**config.mk**
```make
export PLATFORM = sky130hd
export DESIGN_NAME = ata_host_pin_interface
export DESIGN_NICKNAME = d
export VERILOG_FILES = /design/src/design/ata_pin_pkg.sv /design/src/design/task_file_regs.sv /design/src/design/ata_host_pin_interface.sv
export VERILOG_INCLUDE_DIRS = /design/src /design/src/design
export SDC_FILE = /design/constraint.sdc
export NUM_CORES = 1
export LEC_CHECK = 0
export ABC_AREA = 1
export BUFFER_PORTS_ARGS = -buffer_cell sky130_fd_sc_hd__buf_2
export CAP_MARGIN = 20
export CORE_ASPECT_RATIO = 0.8
export CORE_MARGIN = 10
export CORE_UTILIZATION = 36
export DETAILED_ROUTE_END_ITERATION = 10
export SLEW_MARGIN = 20
export SYNTH_ARGS = -nofsm -noshare
export SYNTH_HDL_FRONTEND = slang
export SYNTH_SLANG_ARGS = --single-unit
```
**constraint.sdc**
```tcl
create_clock -name clk_in -period 1.52 [get_ports clk_in]
set_input_delay 0.304 -clock clk_in [delete_from_list [all_inputs] [get_ports clk_in]]
set_output_delay 0.304 -clock clk_in [all_outputs]
set_load 0.01 [all_outputs]
```
**src/design/ata_pin_map.svh**
```systemverilog
// Address map, field positions and reset values of the ATA host pin port
`ifndef ATA_PIN_MAP_SVH
`define ATA_PIN_MAP_SVH

`define TF_DATA        3'h0
`define TF_ERROR       3'h1
`define TF_COUNT       3'h2
`define TF_LBA_LOW     3'h3
`define TF_LBA_MID     3'h4
`define TF_LBA_HIGH    3'h5
`define TF_DEVICE      3'h6
`define TF_STATUS      3'h7
`define TF_ALT_STATUS  3'h6

`define DEV_SEL_BIT    4
`define NIEN_BIT       1
`define SRST_BIT       2

`define TF_RESET       8'h00
`define DEVCTL_RESET   8'h00

`define CFG_BASE       10'h200
`define CFG_COUNT      4
`define CFG_RESET      8'h00

`endif

```
**src/design/ata_pin_pkg.sv**
```systemverilog
// Types shared by the ATA host pin port modules
package ata_pin_pkg;
	typedef logic [2:0]  tf_addr_t;
	typedef logic [7:0]  tf_byte_t;
	typedef logic [15:0] tf_word_t;
	typedef enum logic { BUS_IDLE, BUS_DRIVE } bus_state_e;
endpackage

```
**src/design/task_file_regs.sv**
```systemverilog
// Byte-wide task file registers and device control register
`timescale 1ns/10ps
`include "ata_pin_map.svh"
module task_file_regs
(
	input  wire logic                  clk_in,
	input  wire logic                  reset_n_in,
	input  wire logic                  ce_in,
	input  wire logic                  wr_en_in,
	input  wire logic                  wr_cs1_in,
	input  wire ata_pin_pkg::tf_addr_t wr_addr_in,
	input  wire ata_pin_pkg::tf_byte_t wr_data_in,
	input  wire ata_pin_pkg::tf_addr_t rd_addr_in,
	input  wire ata_pin_pkg::tf_byte_t error_in,
	output ata_pin_pkg::tf_byte_t      rd_data_out,
	output logic                       dev_sel_out,
	output logic                       nien_out,
	output logic                       srst_out
);
	import ata_pin_pkg::*;

	tf_byte_t regs_q [1:6];
	tf_byte_t regs_d [1:6];
	tf_byte_t devctl_q;
	tf_byte_t devctl_d;

	always_comb
	begin
		regs_d   = regs_q;
		devctl_d = devctl_q;
		if (wr_en_in && wr_cs1_in && wr_addr_in == `TF_ALT_STATUS)
			devctl_d = wr_data_in;
		else if (wr_en_in && !wr_cs1_in && wr_addr_in != `TF_DATA
			&& wr_addr_in != `TF_STATUS)
			regs_d[wr_addr_in] = wr_data_in;
	end

	always_ff @(posedge clk_in or negedge reset_n_in)
	begin
		if (!reset_n_in)
		begin
			for (int i = 1; i <= 6; i++)
				regs_q[i] <= `TF_RESET;
			devctl_q <= `DEVCTL_RESET;
		end
		else if (ce_in)
		begin
			regs_q   <= regs_d;
			devctl_q <= devctl_d;
		end
	end

	// Error reads back core state; the feature byte written there is kept
	always_comb
	begin
		unique case (rd_addr_in)
			`TF_ERROR:                     rd_data_out = error_in;
			`TF_COUNT, `TF_LBA_LOW,
			`TF_LBA_MID, `TF_LBA_HIGH,
			`TF_DEVICE:                    rd_data_out = regs_q[rd_addr_in];
			default:                       rd_data_out = 8'h00;
		endcase
	end

	assign dev_sel_out = regs_q[`TF_DEVICE][`DEV_SEL_BIT];
	assign nien_out    = devctl_q[`NIEN_BIT];
	assign srst_out    = devctl_q[`SRST_BIT];
endmodule

```
**src/design/ata_host_pin_interface.sv**
```systemverilog
// Drive-side ATA host pin port: strobes, bus drive, interrupt and config space
`timescale 1ns/10ps
`include "ata_pin_map.svh"
// Overview of operation
// - Host writes are captured on the rising edge of the write strobe.
// - Drive places data or status on bus while read strobe is low.
// - Data moves 16 bits wide; commands and byte registers use low 8 lines.
// - Host drives inputs, drive drives outputs, data lines follow direction.
// - Primary or secondary role comes from the jumper; respond only when addressed.
// - Configuration registers sit in attribute space starting at 200h.
// - Three address lines pick one of eight task file registers per access.
// - First select reaches task file; second reaches alternate status and control.
// - Active-high interrupt request goes to the host when service is needed.
module ata_host_pin_interface
(
	input  wire logic                  clk_in,
	input  wire logic                  reset_n_in,
	input  wire logic                  ce_in,
	input  wire logic                  iow_n_in,
	input  wire logic                  ior_n_in,
	input  wire logic                  cs0_n_in,
	input  wire logic                  cs1_n_in,
	input  wire ata_pin_pkg::tf_addr_t addr_in,
	input  wire ata_pin_pkg::tf_word_t data_in,
	output ata_pin_pkg::tf_word_t      data_out,
	output logic                       data_oe_n_out,
	output logic                       intrq_out,
	input  wire logic                  csel_n_in,
	input  wire ata_pin_pkg::tf_word_t core_rd_data_in,
	input  wire ata_pin_pkg::tf_byte_t core_status_in,
	input  wire ata_pin_pkg::tf_byte_t core_error_in,
	input  wire logic                  core_irq_in,
	output logic                       data_wr_pulse_out,
	output ata_pin_pkg::tf_word_t      data_wr_word_out,
	output logic                       data_rd_pulse_out,
	output logic                       cmd_pulse_out,
	output ata_pin_pkg::tf_byte_t      cmd_out,
	output logic                       soft_reset_out,
	output logic                       secondary_out,
	input  wire logic                  cfg_sel_in,
	input  wire logic                  cfg_wr_in,
	input  wire logic [9:0]            cfg_addr_in,
	input  wire ata_pin_pkg::tf_byte_t cfg_wdata_in,
	output ata_pin_pkg::tf_byte_t      cfg_rdata_out
);
	import ata_pin_pkg::*;

	// Decoded access: one select low, other high
	function automatic logic one_select(input logic cs0_n, input logic cs1_n);
		return cs0_n ^ cs1_n;
	endfunction

	function automatic logic cfg_hit(input logic [9:0] a);
		return a[9:3] == 7'(`CFG_BASE >> 3) && !a[0];
	endfunction

	logic       iow_prev_q, ior_prev_q;
	logic       wr_cs1_q, wr_cs1_d, wr_ok_q, wr_ok_d;
	tf_addr_t   wr_addr_q, wr_addr_d;
	tf_word_t   wr_data_q, wr_data_d;
	logic       rd_cs1_q, rd_cs1_d, rd_ok_q, rd_ok_d;
	tf_addr_t   rd_addr_q, rd_addr_d;
	logic       role_valid_q, role_valid_d, secondary_q, secondary_d;
	logic       iow_rise, ior_rise, dev_match, tf_wr_en;
	tf_byte_t   tf_rd_byte;
	logic       dev_sel, nien, srst;
	bus_state_e bus_d;
	logic       oe_n_q, oe_n_d;
	tf_word_t   data_q, data_d;
	logic       pend_q, pend_d, intrq_q, intrq_d;
	logic       dwr_q, dwr_d, drd_q, drd_d, cmdp_q, cmdp_d;
	tf_word_t   dword_q, dword_d;
	tf_byte_t   cmd_q, cmd_d;
	tf_byte_t   cfg_q [`CFG_COUNT];
	tf_byte_t   cfg_d [`CFG_COUNT];
	tf_byte_t   cfg_rd_q, cfg_rd_d;

	assign iow_rise  = !iow_prev_q && iow_n_in;
	assign ior_rise  = !ior_prev_q && ior_n_in;
	assign dev_match = role_valid_q && (dev_sel == secondary_q);
	// Device register and control are shared; both drives latch them
	assign tf_wr_en  = iow_rise && wr_ok_q
		&& (dev_match || wr_addr_q == `TF_DEVICE);

	task_file_regs u_regs
	(
		.clk_in      (clk_in),
		.reset_n_in  (reset_n_in),
		.ce_in       (ce_in),
		.wr_en_in    (tf_wr_en),
		.wr_cs1_in   (wr_cs1_q),
		.wr_addr_in  (wr_addr_q),
		.wr_data_in  (wr_data_q[7:0]),
		.rd_addr_in  (addr_in),
		.error_in    (core_error_in),
		.rd_data_out (tf_rd_byte),
		.dev_sel_out (dev_sel),
		.nien_out    (nien),
		.srst_out    (srst)
	);

	// Address, select and data held while strobes are low; edge uses last held
	always_comb
	begin
		wr_cs1_d  = wr_cs1_q;
		wr_addr_d = wr_addr_q;
		wr_data_d = wr_data_q;
		wr_ok_d   = wr_ok_q;
		rd_cs1_d  = rd_cs1_q;
		rd_addr_d = rd_addr_q;
		rd_ok_d   = rd_ok_q;
		if (!iow_n_in)
		begin
			wr_cs1_d  = !cs1_n_in;
			wr_addr_d = addr_in;
			wr_data_d = data_in;
			wr_ok_d   = one_select(cs0_n_in, cs1_n_in);
		end
		if (!ior_n_in)
		begin
			rd_cs1_d  = !cs1_n_in;
			rd_addr_d = addr_in;
			rd_ok_d   = one_select(cs0_n_in, cs1_n_in) && dev_match;
		end
		// Strap is sampled once after reset release, never inside the reset
		role_valid_d = 1'b1;
		secondary_d  = role_valid_q ? secondary_q : csel_n_in;
	end

	// Read path; registered, so the bus follows the strobe one cycle late
	always_comb
	begin
		bus_d  = BUS_IDLE;
		data_d = 16'h0000;
		if (!ior_n_in && one_select(cs0_n_in, cs1_n_in) && dev_match)
		begin
			bus_d = BUS_DRIVE;
			if (!cs1_n_in)
				data_d = {8'h00, addr_in == `TF_ALT_STATUS ? core_status_in : 8'h00};
			else if (addr_in == `TF_DATA)
				data_d = core_rd_data_in;
			else if (addr_in == `TF_STATUS)
				data_d = {8'h00, core_status_in};
			else
				data_d = {8'h00, tf_rd_byte};
		end
		// Enable kept in its own flop so the pin needs no gate after it
		oe_n_d = bus_d != BUS_DRIVE;
	end

	// Pending request: a new event wins over a clear in the same cycle
	always_comb
	begin
		logic clr;
		clr = 1'b0;
		if (srst || (ior_rise && rd_ok_q && !rd_cs1_q && rd_addr_q == `TF_STATUS))
			clr = 1'b1;
		pend_d  = core_irq_in || (pend_q && !clr);
		intrq_d = pend_q && !nien && dev_match;
	end

	// Strobes toward the core, one cycle wide
	always_comb
	begin
		dwr_d   = tf_wr_en && !wr_cs1_q && wr_addr_q == `TF_DATA;
		dword_d = dwr_d ? wr_data_q : dword_q;
		cmdp_d  = tf_wr_en && !wr_cs1_q && wr_addr_q == `TF_STATUS;
		cmd_d   = cmdp_d ? wr_data_q[7:0] : cmd_q;
		drd_d   = ior_rise && rd_ok_q && !rd_cs1_q && rd_addr_q == `TF_DATA;
	end

	// Config space; core side reaches it, no host pin path here
	always_comb
	begin
		cfg_d    = cfg_q;
		cfg_rd_d = cfg_rd_q;
		if (cfg_sel_in && cfg_hit(cfg_addr_in))
		begin
			if (cfg_wr_in)
				cfg_d[cfg_addr_in[2:1]] = cfg_wdata_in;
			else
				cfg_rd_d = cfg_q[cfg_addr_in[2:1]];
		end
		else if (cfg_sel_in && !cfg_wr_in)
			cfg_rd_d = 8'h00;
	end

	always_ff @(posedge clk_in or negedge reset_n_in)
	begin
		if (!reset_n_in)
		begin
			iow_prev_q   <= 1'b1;
			ior_prev_q   <= 1'b1;
			wr_cs1_q     <= 1'b0;
			wr_addr_q    <= 3'h0;
			wr_data_q    <= 16'h0000;
			wr_ok_q      <= 1'b0;
			rd_cs1_q     <= 1'b0;
			rd_addr_q    <= 3'h0;
			rd_ok_q      <= 1'b0;
			role_valid_q <= 1'b0;
			secondary_q  <= 1'b0;
			oe_n_q       <= 1'b1;
			data_q       <= 16'h0000;
			pend_q       <= 1'b0;
			intrq_q      <= 1'b0;
			dwr_q        <= 1'b0;
			dword_q      <= 16'h0000;
			drd_q        <= 1'b0;
			cmdp_q       <= 1'b0;
			cmd_q        <= 8'h00;
			cfg_rd_q     <= 8'h00;
			for (int i = 0; i < `CFG_COUNT; i++)
				cfg_q[i] <= `CFG_RESET;
		end
		else if (ce_in)
		begin
			iow_prev_q   <= iow_n_in;
			ior_prev_q   <= ior_n_in;
			wr_cs1_q     <= wr_cs1_d;
			wr_addr_q    <= wr_addr_d;
			wr_data_q    <= wr_data_d;
			wr_ok_q      <= wr_ok_d;
			rd_cs1_q     <= rd_cs1_d;
			rd_addr_q    <= rd_addr_d;
			rd_ok_q      <= rd_ok_d;
			role_valid_q <= role_valid_d;
			secondary_q  <= secondary_d;
			oe_n_q       <= oe_n_d;
			data_q       <= data_d;
			pend_q       <= pend_d;
			intrq_q      <= intrq_d;
			dwr_q        <= dwr_d;
			dword_q      <= dword_d;
			drd_q        <= drd_d;
			cmdp_q       <= cmdp_d;
			cmd_q        <= cmd_d;
			cfg_rd_q     <= cfg_rd_d;
			cfg_q        <= cfg_d;
		end
	end

	assign data_out          = data_q;
	assign data_oe_n_out     = oe_n_q;
	assign intrq_out         = intrq_q;
	assign data_wr_pulse_out = dwr_q;
	assign data_wr_word_out  = dword_q;
	assign data_rd_pulse_out = drd_q;
	assign cmd_pulse_out     = cmdp_q;
	assign cmd_out           = cmd_q;
	assign soft_reset_out    = srst;
	assign secondary_out     = secondary_q;
	assign cfg_rdata_out     = cfg_rd_q;

	cmd_capture_a: assert property (@(posedge clk_in) disable iff (!reset_n_in)
		ce_in && tf_wr_en && !wr_cs1_q && wr_addr_q == `TF_STATUS
		|=> cmdp_q && cmd_q == $past(wr_data_q[7:0]))
		else $error("command not captured on write strobe rise");
	data_capture_a: assert property (@(posedge clk_in) disable iff (!reset_n_in)
		ce_in && iow_rise && wr_ok_q && !wr_cs1_q && wr_addr_q == `TF_DATA && dev_match
		|=> dwr_q && dword_q == $past(wr_data_q))
		else $error("data word not captured");
	read_drive_a: assert property (@(posedge clk_in) disable iff (!reset_n_in)
		ce_in && !ior_n_in && !cs0_n_in && cs1_n_in && dev_match && addr_in == `TF_STATUS
		|=> !data_oe_n_out && data_out == {8'h00, $past(core_status_in)})
		else $error("status not driven during read strobe");
	bus_release_a: assert property (@(posedge clk_in) disable iff (!reset_n_in)
		ce_in && (ior_n_in || cs0_n_in == cs1_n_in) |=> data_oe_n_out)
		else $error("bus driven while not read");
	byte_lane_a: assert property (@(posedge clk_in) disable iff (!reset_n_in)
		ce_in && !ior_n_in && addr_in != `TF_DATA |=> data_out[15:8] == 8'h00)
		else $error("byte register on upper lines");
	role_match_a: assert property (@(posedge clk_in) disable iff (!reset_n_in)
		ce_in && !dev_match |=> data_oe_n_out && !intrq_out)
		else $error("answered while not addressed");
	cs1_no_cmd_a: assert property (@(posedge clk_in) disable iff (!reset_n_in)
		ce_in && iow_rise && wr_cs1_q |=> !cmdp_q && !dwr_q)
		else $error("second select reached task file");
	cfg_base_a: assert property (@(posedge clk_in) disable iff (!reset_n_in)
		ce_in && cfg_sel_in && !cfg_wr_in && cfg_addr_in == `CFG_BASE
		|=> cfg_rdata_out == $past(cfg_q[0]))
		else $error("config base not at 200h");
	irq_raise_a: assert property (@(posedge clk_in) disable iff (!reset_n_in)
		ce_in && core_irq_in ##1 ce_in && !nien && dev_match |=> intrq_out)
		else $error("interrupt request not raised");
endmodule

```
# == Yosys cells after proc, flatten, opt, wreduce, memory -nomap -nowiden ==
# Index checks and enable logic that the tools add are counted.
# word_totals
rom_bits,0
latchBits,0
output_inout_bits,55
mem_bits_rw,0
register_bits,167
n_memories,0
# op_classes
n_mux,23
multipliers,0
n_shift,0
eq_ne,14
div_mod_pow,0
n_bitwise,9
n_reduce_logical,55
order_cmp,5
add_sub_neg,0
# ops
op,n
8-bit two-way mux,11
48-bit bitwise mux,1
16-bit two-way mux,3
32-bit bitwise mux,1
1-bit logical AND,27
8-bit binary-select mux with 3-bit select,1
8-bit demux with 3-bit select,1
"3-bit == test, second input constant",7
8-bit binary-select mux with 2-bit select,1
8-bit demux with 2-bit select,1
8-bit one-hot mux with 2 select lines,1
2-bit AND reduction,6
1-bit zero test,10
3-bit zero test,3
3-bit AND reduction,3
"4-bit >= comparator, second input constant",2
3-bit inverter with 4-bit output,2
"7-bit == test, second input constant",1
"3-bit by 2-bit == test with 1-bit output, second input constant",2
1-bit inverter,5
5-bit OR reduction,1
"4-bit by 1-bit less-than comparator with 1-bit output, second input constant",1
"3-bit by 1-bit == test with 1-bit output, second input constant",1
"3-bit >= comparator, second input constant",1
10 further kinds,13

# == Longest topological paths before layout ==
# Gate-level depths: netlist of run 1.
# logic_depth
word_depth,10
depth_mapped,10
depth_no_buf,9

# == Hierarchy ==
# From an unflattened synthesis of run 1, not the netlist that was laid out.
# hier_totals
cells_unflattened,985
hier_area_um2,7696.1
# modules_own_cells
module,n_inst,seq_area_each_um2,area_each_um2,cells_each
ata_host_pin_interface,1,2906.5,5292.6,640
task_file_regs,1,1051.0,2403.6,345

# == Worst setup path before layout of run 1 ==
# Ideal clock, no wire load.
# synth_path
path_kind,register -> register
start,register secondary_q (netlist: secondary_out)
end,register cmd_q[7] (netlist: cmd_out[7])
arrival_ns,1.403
stages_incl_launch_ff,11
slack_ns,-0.012
period_less_slack_ns,1.532
t_required_ns,1.392
cell_sequence,dfrtp_1 -> inv_1 -> nand2_1 -> nand3_1 -> nand2_1 -> nand2_1 -> or2_1 -> buf_2 -> buf_2 -> nand2_1 -> o21ai_0
# synth_between
elab_chain_len,7
# synth_lines
element,line,source
from (decl),ata_host_pin_interface.sv:63,"logic role_valid_q, role_valid_d, secondary_q, secondary_d;"
from (signal assigned),ata_host_pin_interface.sv:228,secondary_q <= secondary_d;
1-bit == test,ata_host_pin_interface.sv:80,assign dev_match = role_valid_q && (dev_sel == secondary_q);
1-bit logical AND,ata_host_pin_interface.sv:80,
1-bit logical OR (no source line),-,
1-bit logical AND,ata_host_pin_interface.sv:82,assign tf_wr_en = iow_rise && wr_ok_q
1-bit logical AND,ata_host_pin_interface.sv:167,cmdp_d = tf_wr_en && !wr_cs1_q && wr_addr_q == `TF_STATUS;
1-bit logical AND (no source line),-,
2-bit AND reduction (no source line),-,
to (signal assigned),ata_host_pin_interface.sv:237,cmd_q <= cmd_d;
to (decl),ata_host_pin_interface.sv:73,"tf_byte_t cmd_q, cmd_d;"
# Every way passes these cells.
# A chain may end at the register's enable or synchronous reset.

# == Worst setup path after layout of run 1 ==
# layout_path
start,register secondary_q (netlist: secondary_out)
end,register data_q[9] (netlist: data_out[9])
# layout_between
elab_chain_len,4
# layout_lines
element,line,source
1-bit == test,ata_host_pin_interface.sv:80,
1-bit logical AND,ata_host_pin_interface.sv:80,
1-bit logical AND,ata_host_pin_interface.sv:135,"if (!ior_n_in && one_select(cs0_n_in, cs1_n_in) && dev_match)"
16-bit two-way mux,ata_host_pin_interface.sv:135,
to (signal assigned),ata_host_pin_interface.sv:230,data_q <= data_d;
to (decl),ata_host_pin_interface.sv:69,"tf_word_t data_q, data_d;"
# Every way passes these cells.

==> flow_metrics.py, run 1 <==
metrics = {
    "logic_synthesis": {
        "syn_avg_cell_area_um2": 8.287,
        "syn_nets": 918,
        "ys_seq_elements": 158,
        "synth_area_leader_cell": "dfrtp_1",
        "synth_cell_type_count": 29,
        "ys_top_cells_by_area": "dfrtp_1, nand2_1, o21ai_0",
        "yosysTopAreaCellShare_pct": 55.86,
        "yosysSeqAreaShare_pct": 56.99,
        "synth_area_mm2": 0.006944,
        "ys_warn_count": 0,
        "syn_inst": 838,
    },
    "final_layout": {
        "stdcell_area_mm2": 0.008930,
        "area_delta_synth_final_pct": 28.59,
        "final_cell_mix": "nand2_1, dfrtp_1, o21ai_0",
        "layout.nets": 1092,
        "drive_gt1_share_pct": 24.39,
        "final_common_cell": "nand2_1",
        "num_antenna_cells": 0,
    },
    "clock_tree": {
        "max-clock-path-buffers": 2,
        "cts_made_buffers": 17,
        "cts.sinks": 158,
        "root_buffer": "clkbuf_16",
        "cts_tree": "done",
        "path_clk_slew_ps": 70,
        "clkLatencyLatePin_ps": 430,
        "cts_htree_levels": 4,
    },
    "timing": {
        "period_share_pct": 97.69,
        "fin_worst_skew_ps": 8.262,
        "rsz0062_at_grt": "yes",
        "setup_viol": 0,
        "post-route-min-period_ps": 1485,
        "relSlewSlack_pct": 73.31,
        "timing.fmax_ghz": 0.6735,
        "hold_viol_final": 0,
        "worstMarginPinSlew_ps": 400.0,
        "maxSlewViolCount": 0,
    },
    "drt": {
        "routed_wl_um": 19400,
        "drc_errors": 0,
        "drt_iter0_drc": 494,
        "drt-vias-per-instance": 4.664,
        "ant_nets": 0,
        "num_vias": 5984,
        "first_pass_iters": 6,
        "drt-wirelength-per-cell_um": 15.12,
    },
    "place": {
        "dpl.hpwl_um": 14290,
        "place_area_mm2": 0.008273,
        "io_buffers": 134,
        "place.gp.congestion": 0.8406,
    },
    "min_path": {
        "hp-class": "in -> reg",
        "worstHoldPathCells": 3,
    },
    "worst_setup_path": {
        "critPathKind": "reg -> reg",
        "ff2ff_setup_slack_ps": 40,
        "path_max_fanout": 8,
        "cp.arrival_ps": 1840,
        "worstPathRequired_ps": 1870,
        "reg2regPathDepth": 7,
        "startpoint_type": "register",
        "crit_path_end_kind": "register",
    },
    "floorplanning": {
        "die_h_um": 144.2,
        "core_mm2": 0.01897,
        "rows": 45,
        "io_pins": 135,
        "design.die.area_mm2": 0.02528,
        "die_x_um": 175.3,
        "start_util_pct": 36.60,
    },
    "grt": {
        "use_met2_pct": 21.51,
        "use_met3_pct": 5.393,
        "grt_pass1_vias": 5801,
        "grt_usage_pct": 15.69,
        "grt_pass1_wl_um": 31460,
        "antenna_found_initial": 0,
        "grt_max_degree": 64,
        "top_usage_layer": "met1",
        "use_met1_pct": 22.51,
        "grt_overflow": 0,
    },
    "run_status": {
        "status": "complete, no violations",
    },
    "pwr": {
        "finalPower_w": 0.009570,
        "p_per_area_mw_per_mm2": 1072,
        "peakVddDrop_uv": 683.3,
        "power_leakage_nw": 4.627,
    },
    "run": {
        "max-cap-violations": 0,
    },
}
## registers in the layout (all words and copies together), names as in the netlist, 2 cells and up
signal            cells
u_regs.regs_q        39
u_regs.devctl_q       2
wr_data_q            16
cfg_q                32
wr_addr_q             3
cfg_rdata_out         8
data_out             16
rd_addr_q             3
data_wr_word_out     16
cmd_out               8
## metrics by stage
step | utilization [%] | setup WS (ps) | hold WS [ps] | std cells | TNS (ps)
floorplan | - | 6.996 | 8.409 | 838 | 0
CTS | 46.74 | 32.36 | 66.50 | 1282 | 0
detailed placement | 43.60 | -144.6 | 113.1 | 1249 | -4861
global route | 47.06 | -79.99 | 77.52 | 1283 | -1318
global placement | 43.60 | -84.27 | 113.8 | 1249 | -2503
finish | 47.06 | 35.11 | 76.60 | 1283 | 0
## worst max-delay path: stages (launching register included)
cell and delay, ps:
dfrtp_1 410, inv_2 60, nand2_2 70, nand3_4 100, buf_4 160, nor3_4 220
nand3_4 230, o21ai_2 160
## per-layer routing
metal	up-vias	share of wire (%)
li1	3020	-
met1	2774	50
met2	170	41
met3	20	7.6
met4	0	1.5
met5	-	0
## synthesized netlist by cell type (all sizes together)
master	count
nand2	286
dfrtp	155
o21ai	149
inv	92
nand3	56
nor2	26
clkbuf	22
buf	12
a22oi	8
a21oi	7
nand4	7
or2	5
dfstp	3
nor3	3
clkinv	2
nand3b	2
and2	1
nor4	1
o41ai	1
## logic make-up (layout without fill, tap and decap cells)
group / after synthesis / in the layout / share of synthesized area [%]
DFF: 158 / 158 / 56.99
and+or+nand+nor: 387 / 387 / 23.05
AOI/OAI and AO/OA: 165 / 165 / 12.67
buffers and inverters: 128 / 315 / 7.297
## where the power goes
| group | switching, W | internal (W) |
|---|---|---|
| registers | 0.0000761 | 0.00435 |
| clock network | 0.00182 | 0.00245 |
| logic | 0.000560 | 0.000314 |
| total | 0.00245 | 0.00712 |
## timing repair
item,4_1_cts,5_1_grt
setup buffers,0,0
setup endpoints to repair,0,56
hold buffers,1,0
hold endpoints to repair,155,0
gates resized for setup,0,23
## final timing paths
kind,end,start
min in group asynchronous,data_out[15]$_DFFE_PN0P_,reset_n_in
max in group asynchronous,wr_data_q[6]$_DFFE_PN0P_,reset_n_in
max,data_out[9]$_DFFE_PN0P_,secondary_out$_DFFE_PN0P_
max reg2reg,data_out[9]$_DFFE_PN0P_,secondary_out$_DFFE_PN0P_
min,wr_data_q[10]$_DFFE_PN0P_,data_in[10]
min reg2reg,data_out[2]$_DFFE_PN0P_,data_out[2]$_DFFE_PN0P_
## final cells by class
| cell class | instances | area (µm²) |
|---|---|---|
| Inverter | 94 | 355.3 |
| Tap cell | 258 | 322.8 |
| Sequential cell | 158 | 3958 |
| Multi-Input combinational cell | 552 | 2530 |
| Fill cell | 1880 | 10040 |
| Clock inverter | 14 | 156.4 |
| Timing Repair Buffer | 189 | 1179 |
| Clock buffer | 18 | 429.2 |
Power figures use the tool's default switching activity.
==> run 2, diff against run 1 <==
--- a/config.mk
+++ b/config.mk
@@ -13,6 +13,8 @@
 export CORE_MARGIN = 10
 export CORE_UTILIZATION = 36
 export DETAILED_ROUTE_END_ITERATION = 10
+export HOLD_SLACK_MARGIN = 0.08
+export PLACE_DENSITY = 0.63
 export SLEW_MARGIN = 20
 export SYNTH_ARGS = -nofsm -noshare
 export SYNTH_HDL_FRONTEND = slang
==> run 2 against run 1 <==
  * Clock skew up 3.6 ps
  * Worst setup slack better by 25 ps
  * Clock-buffer cell count down 1
  * First-iteration DRC count up 21%
  * Final cell count up 0.62%
  * Combinational power up 3.9%
  * Utilization up 0.45 points
  * Total power up 1.9%
  * Flip-flop and latch count unchanged
  * Critical path type unchanged
  * Largest cell class unchanged
  * Highest routed layer unchanged
==> flow_metrics.py, run 2 (synthesis results as in run 1) <==
metrics = {
    "run_status": {
        "status": "complete, no violations",
    },
    "timing": {
        "period_share_pct": 96.07,
        "timing.fmax_ghz": 0.6848,
        "rsz0062_at_grt": "yes",
        "post-route-min-period_ps": 1460,
        "hold_viol_final": 0,
        "worstMarginPinSlew_ps": 421.5,
        "relSlewSlack_pct": 71.90,
        "setup_slack_ps": 59.68,
        "maxSlewViolCount": 0,
        "setup_viol": 0,
        "fin_worst_skew_ps": 11.86,
    },
    "grt": {
        "antenna_found_initial": 0,
        "grt_max_degree": 42,
        "grt_usage_pct": 15.89,
        "grt_pass1_vias": 5839,
        "grt_pass1_wl_um": 32090,
        "grt_overflow": 0,
    },
    "worst_setup_path": {
        "worstReg2RegEnd": "u_regs.regs_q[29]$_DFFE_PN0P_",
        "ff2ff_setup_slack_ps": 60,
        "worstSetupEndpoint": "u_regs.regs_q[29]$_DFFE_PN0P_",
        "critPathKind": "reg -> reg",
        "critPathLaunch": "iow_prev_q$_DFFE_PN1P_",
        "reg2regPathDepth": 9,
        "worstPathRequired_ps": 1810,
        "path_max_fanout": 8,
        "reg2reg_from": "iow_prev_q$_DFFE_PN1P_",
        "startpoint_type": "register",
        "crit_path_end_kind": "register",
        "cp.arrival_ps": 1750,
    },
    "final_layout": {
        "fill_cells": 1859,
        "final_common_cell": "nand2_1",
        "final_cell_mix": "nand2_1, dfrtp_1, o21ai_0",
        "top_register": "u_regs.regs_q",
        "largest_reg_flops": 39,
        "area_delta_synth_final_pct": 29.82,
        "stdcell_area_mm2": 0.009015,
        "drive_gt1_share_pct": 24.49,
        "layout.nets": 1100,
        "reg_top3": "u_regs.regs_q (39), cfg_q (32)",
        "fin_util_pct": 47.51,
        "regArea_mm2": 0.003959,
        "num_antenna_cells": 0,
        "multiInputGateArea_mm2": 0.002510,
    },
    "place": {
        "place_area_mm2": 0.008315,
        "dpl.hpwl_um": 14540,
        "io_buffers": 134,
        "dp_slack_ps": -82.99,
        "place.gp.congestion": 0.8330,
    },
    "clock_tree": {
        "cts_tree": "done",
        "cts_htree_levels": 4,
        "path_clk_slew_ps": 70,
        "cts_made_buffers": 17,
        "root_buffer": "clkbuf_16",
        "cts.sinks": 158,
        "max-clock-path-buffers": 2,
        "clkLatencyLatePin_ps": 420,
    },
    "drt": {
        "first_pass_iters": 5,
        "num_vias": 6044,
        "routed_wl_um": 19990,
        "drt_iter0_drc": 598,
        "drc_errors": 0,
        "drt-vias-per-instance": 4.682,
        "ant_nets": 0,
        "drt-wirelength-per-cell_um": 15.48,
    },
    "floorplanning": {
        "core_mm2": 0.01897,
        "design.die.area_mm2": 0.02528,
        "die_x_um": 175.3,
        "rows": 45,
        "io_pins": 135,
        "start_util_pct": 36.60,
        "die_h_um": 144.2,
    },
    "pwr": {
        "peakVddDrop_uv": 656.5,
        "power_leakage_nw": 4.665,
        "p_per_area_mw_per_mm2": 1081,
        "finalPower_w": 0.009748,
    },
    "run": {
        "max-cap-violations": 0,
    },
    "min_path": {
        "hp-class": "in -> reg",
        "worstHoldPathCells": 3,
    },
}
run 2: final cells by class:
cell class	instances	share of cell area, %
multi-input cells	552	27.84
repair buffers	197	13.96
flip-flops and latches	158	43.91
inverters	94	3.942
clock buffers	17	4.719
clock inverters	15	2.040
well taps	258	3.581
run 2: repair_timing:
item / CTS / global route
endpoints found under the hold margin: 34 / 0
gates resized for setup: 0 / 17
setup buffers: 0 / 0
hold buffers: 5 / 0
setup endpoints to repair: 0 / 58
run 2: worst min path at each step:
stage,startpoint,end,slack [ps]
final,data_in[13],wr_data_q[13]$_DFFE_PN0P_,100
after global routing,data_in[9],wr_data_q[9]$_DFFE_PN0P_,90
after CTS,data_in[7],wr_data_q[7]$_DFFE_PN0P_,80
after detailed placement,reset_n_in,data_out[8]$_DFFE_PN0P_,260
after global placement,reset_n_in,cfg_rdata_out[2]$_DFFE_PN0P_,260
after floorplan,reset_n_in,cfg_q[0]$_DFFE_PN0P_,8
run 2: worst max-delay path, stage by stage (launching register included):
cell and delay, ps:
dfstp_2 360, inv_1 60, nand4_1 110, nor2_2 170, nand2_2 90, nor2_4 150
nand2_2 90, buf_2 180, nand2_1 60, o21ai_0 70
run 2: metal layers:
layer | routed length [µm] | vias up | track usage (%) | share of wire [%]
met3 | 1472 | 9 | 5.159 | 7.4
met5 | 0 | - | 0 | 0
met4 | 89 | 0 | 2.983 | 0.45
li1 | - | 3037 | - | -
met2 | 8062 | 180 | 21.53 | 40
met1 | 10370 | 2818 | 23.93 | 52
run 2: report_power, final:
part	switching [W]	leakage, nW	internal [W]	total (W)
clock	0.00180	0.296	0.00261	0.00442
sequential	0.0000709	2.14	0.00435	0.00442
combinational	0.000580	2.23	0.000328	0.000908
run 2: through the flow:
step           cells  TNS, ps  hold slack (ps)
2_1_floorplan    838        0            8.409
3_3_place_gp    1253   -2.922            261.3
3_5_place_dp    1253    -1249            259.6
4_1_cts         1290        0            82.27
5_1_grt         1291    -2215            93.11
6_report        1291        0            97.07
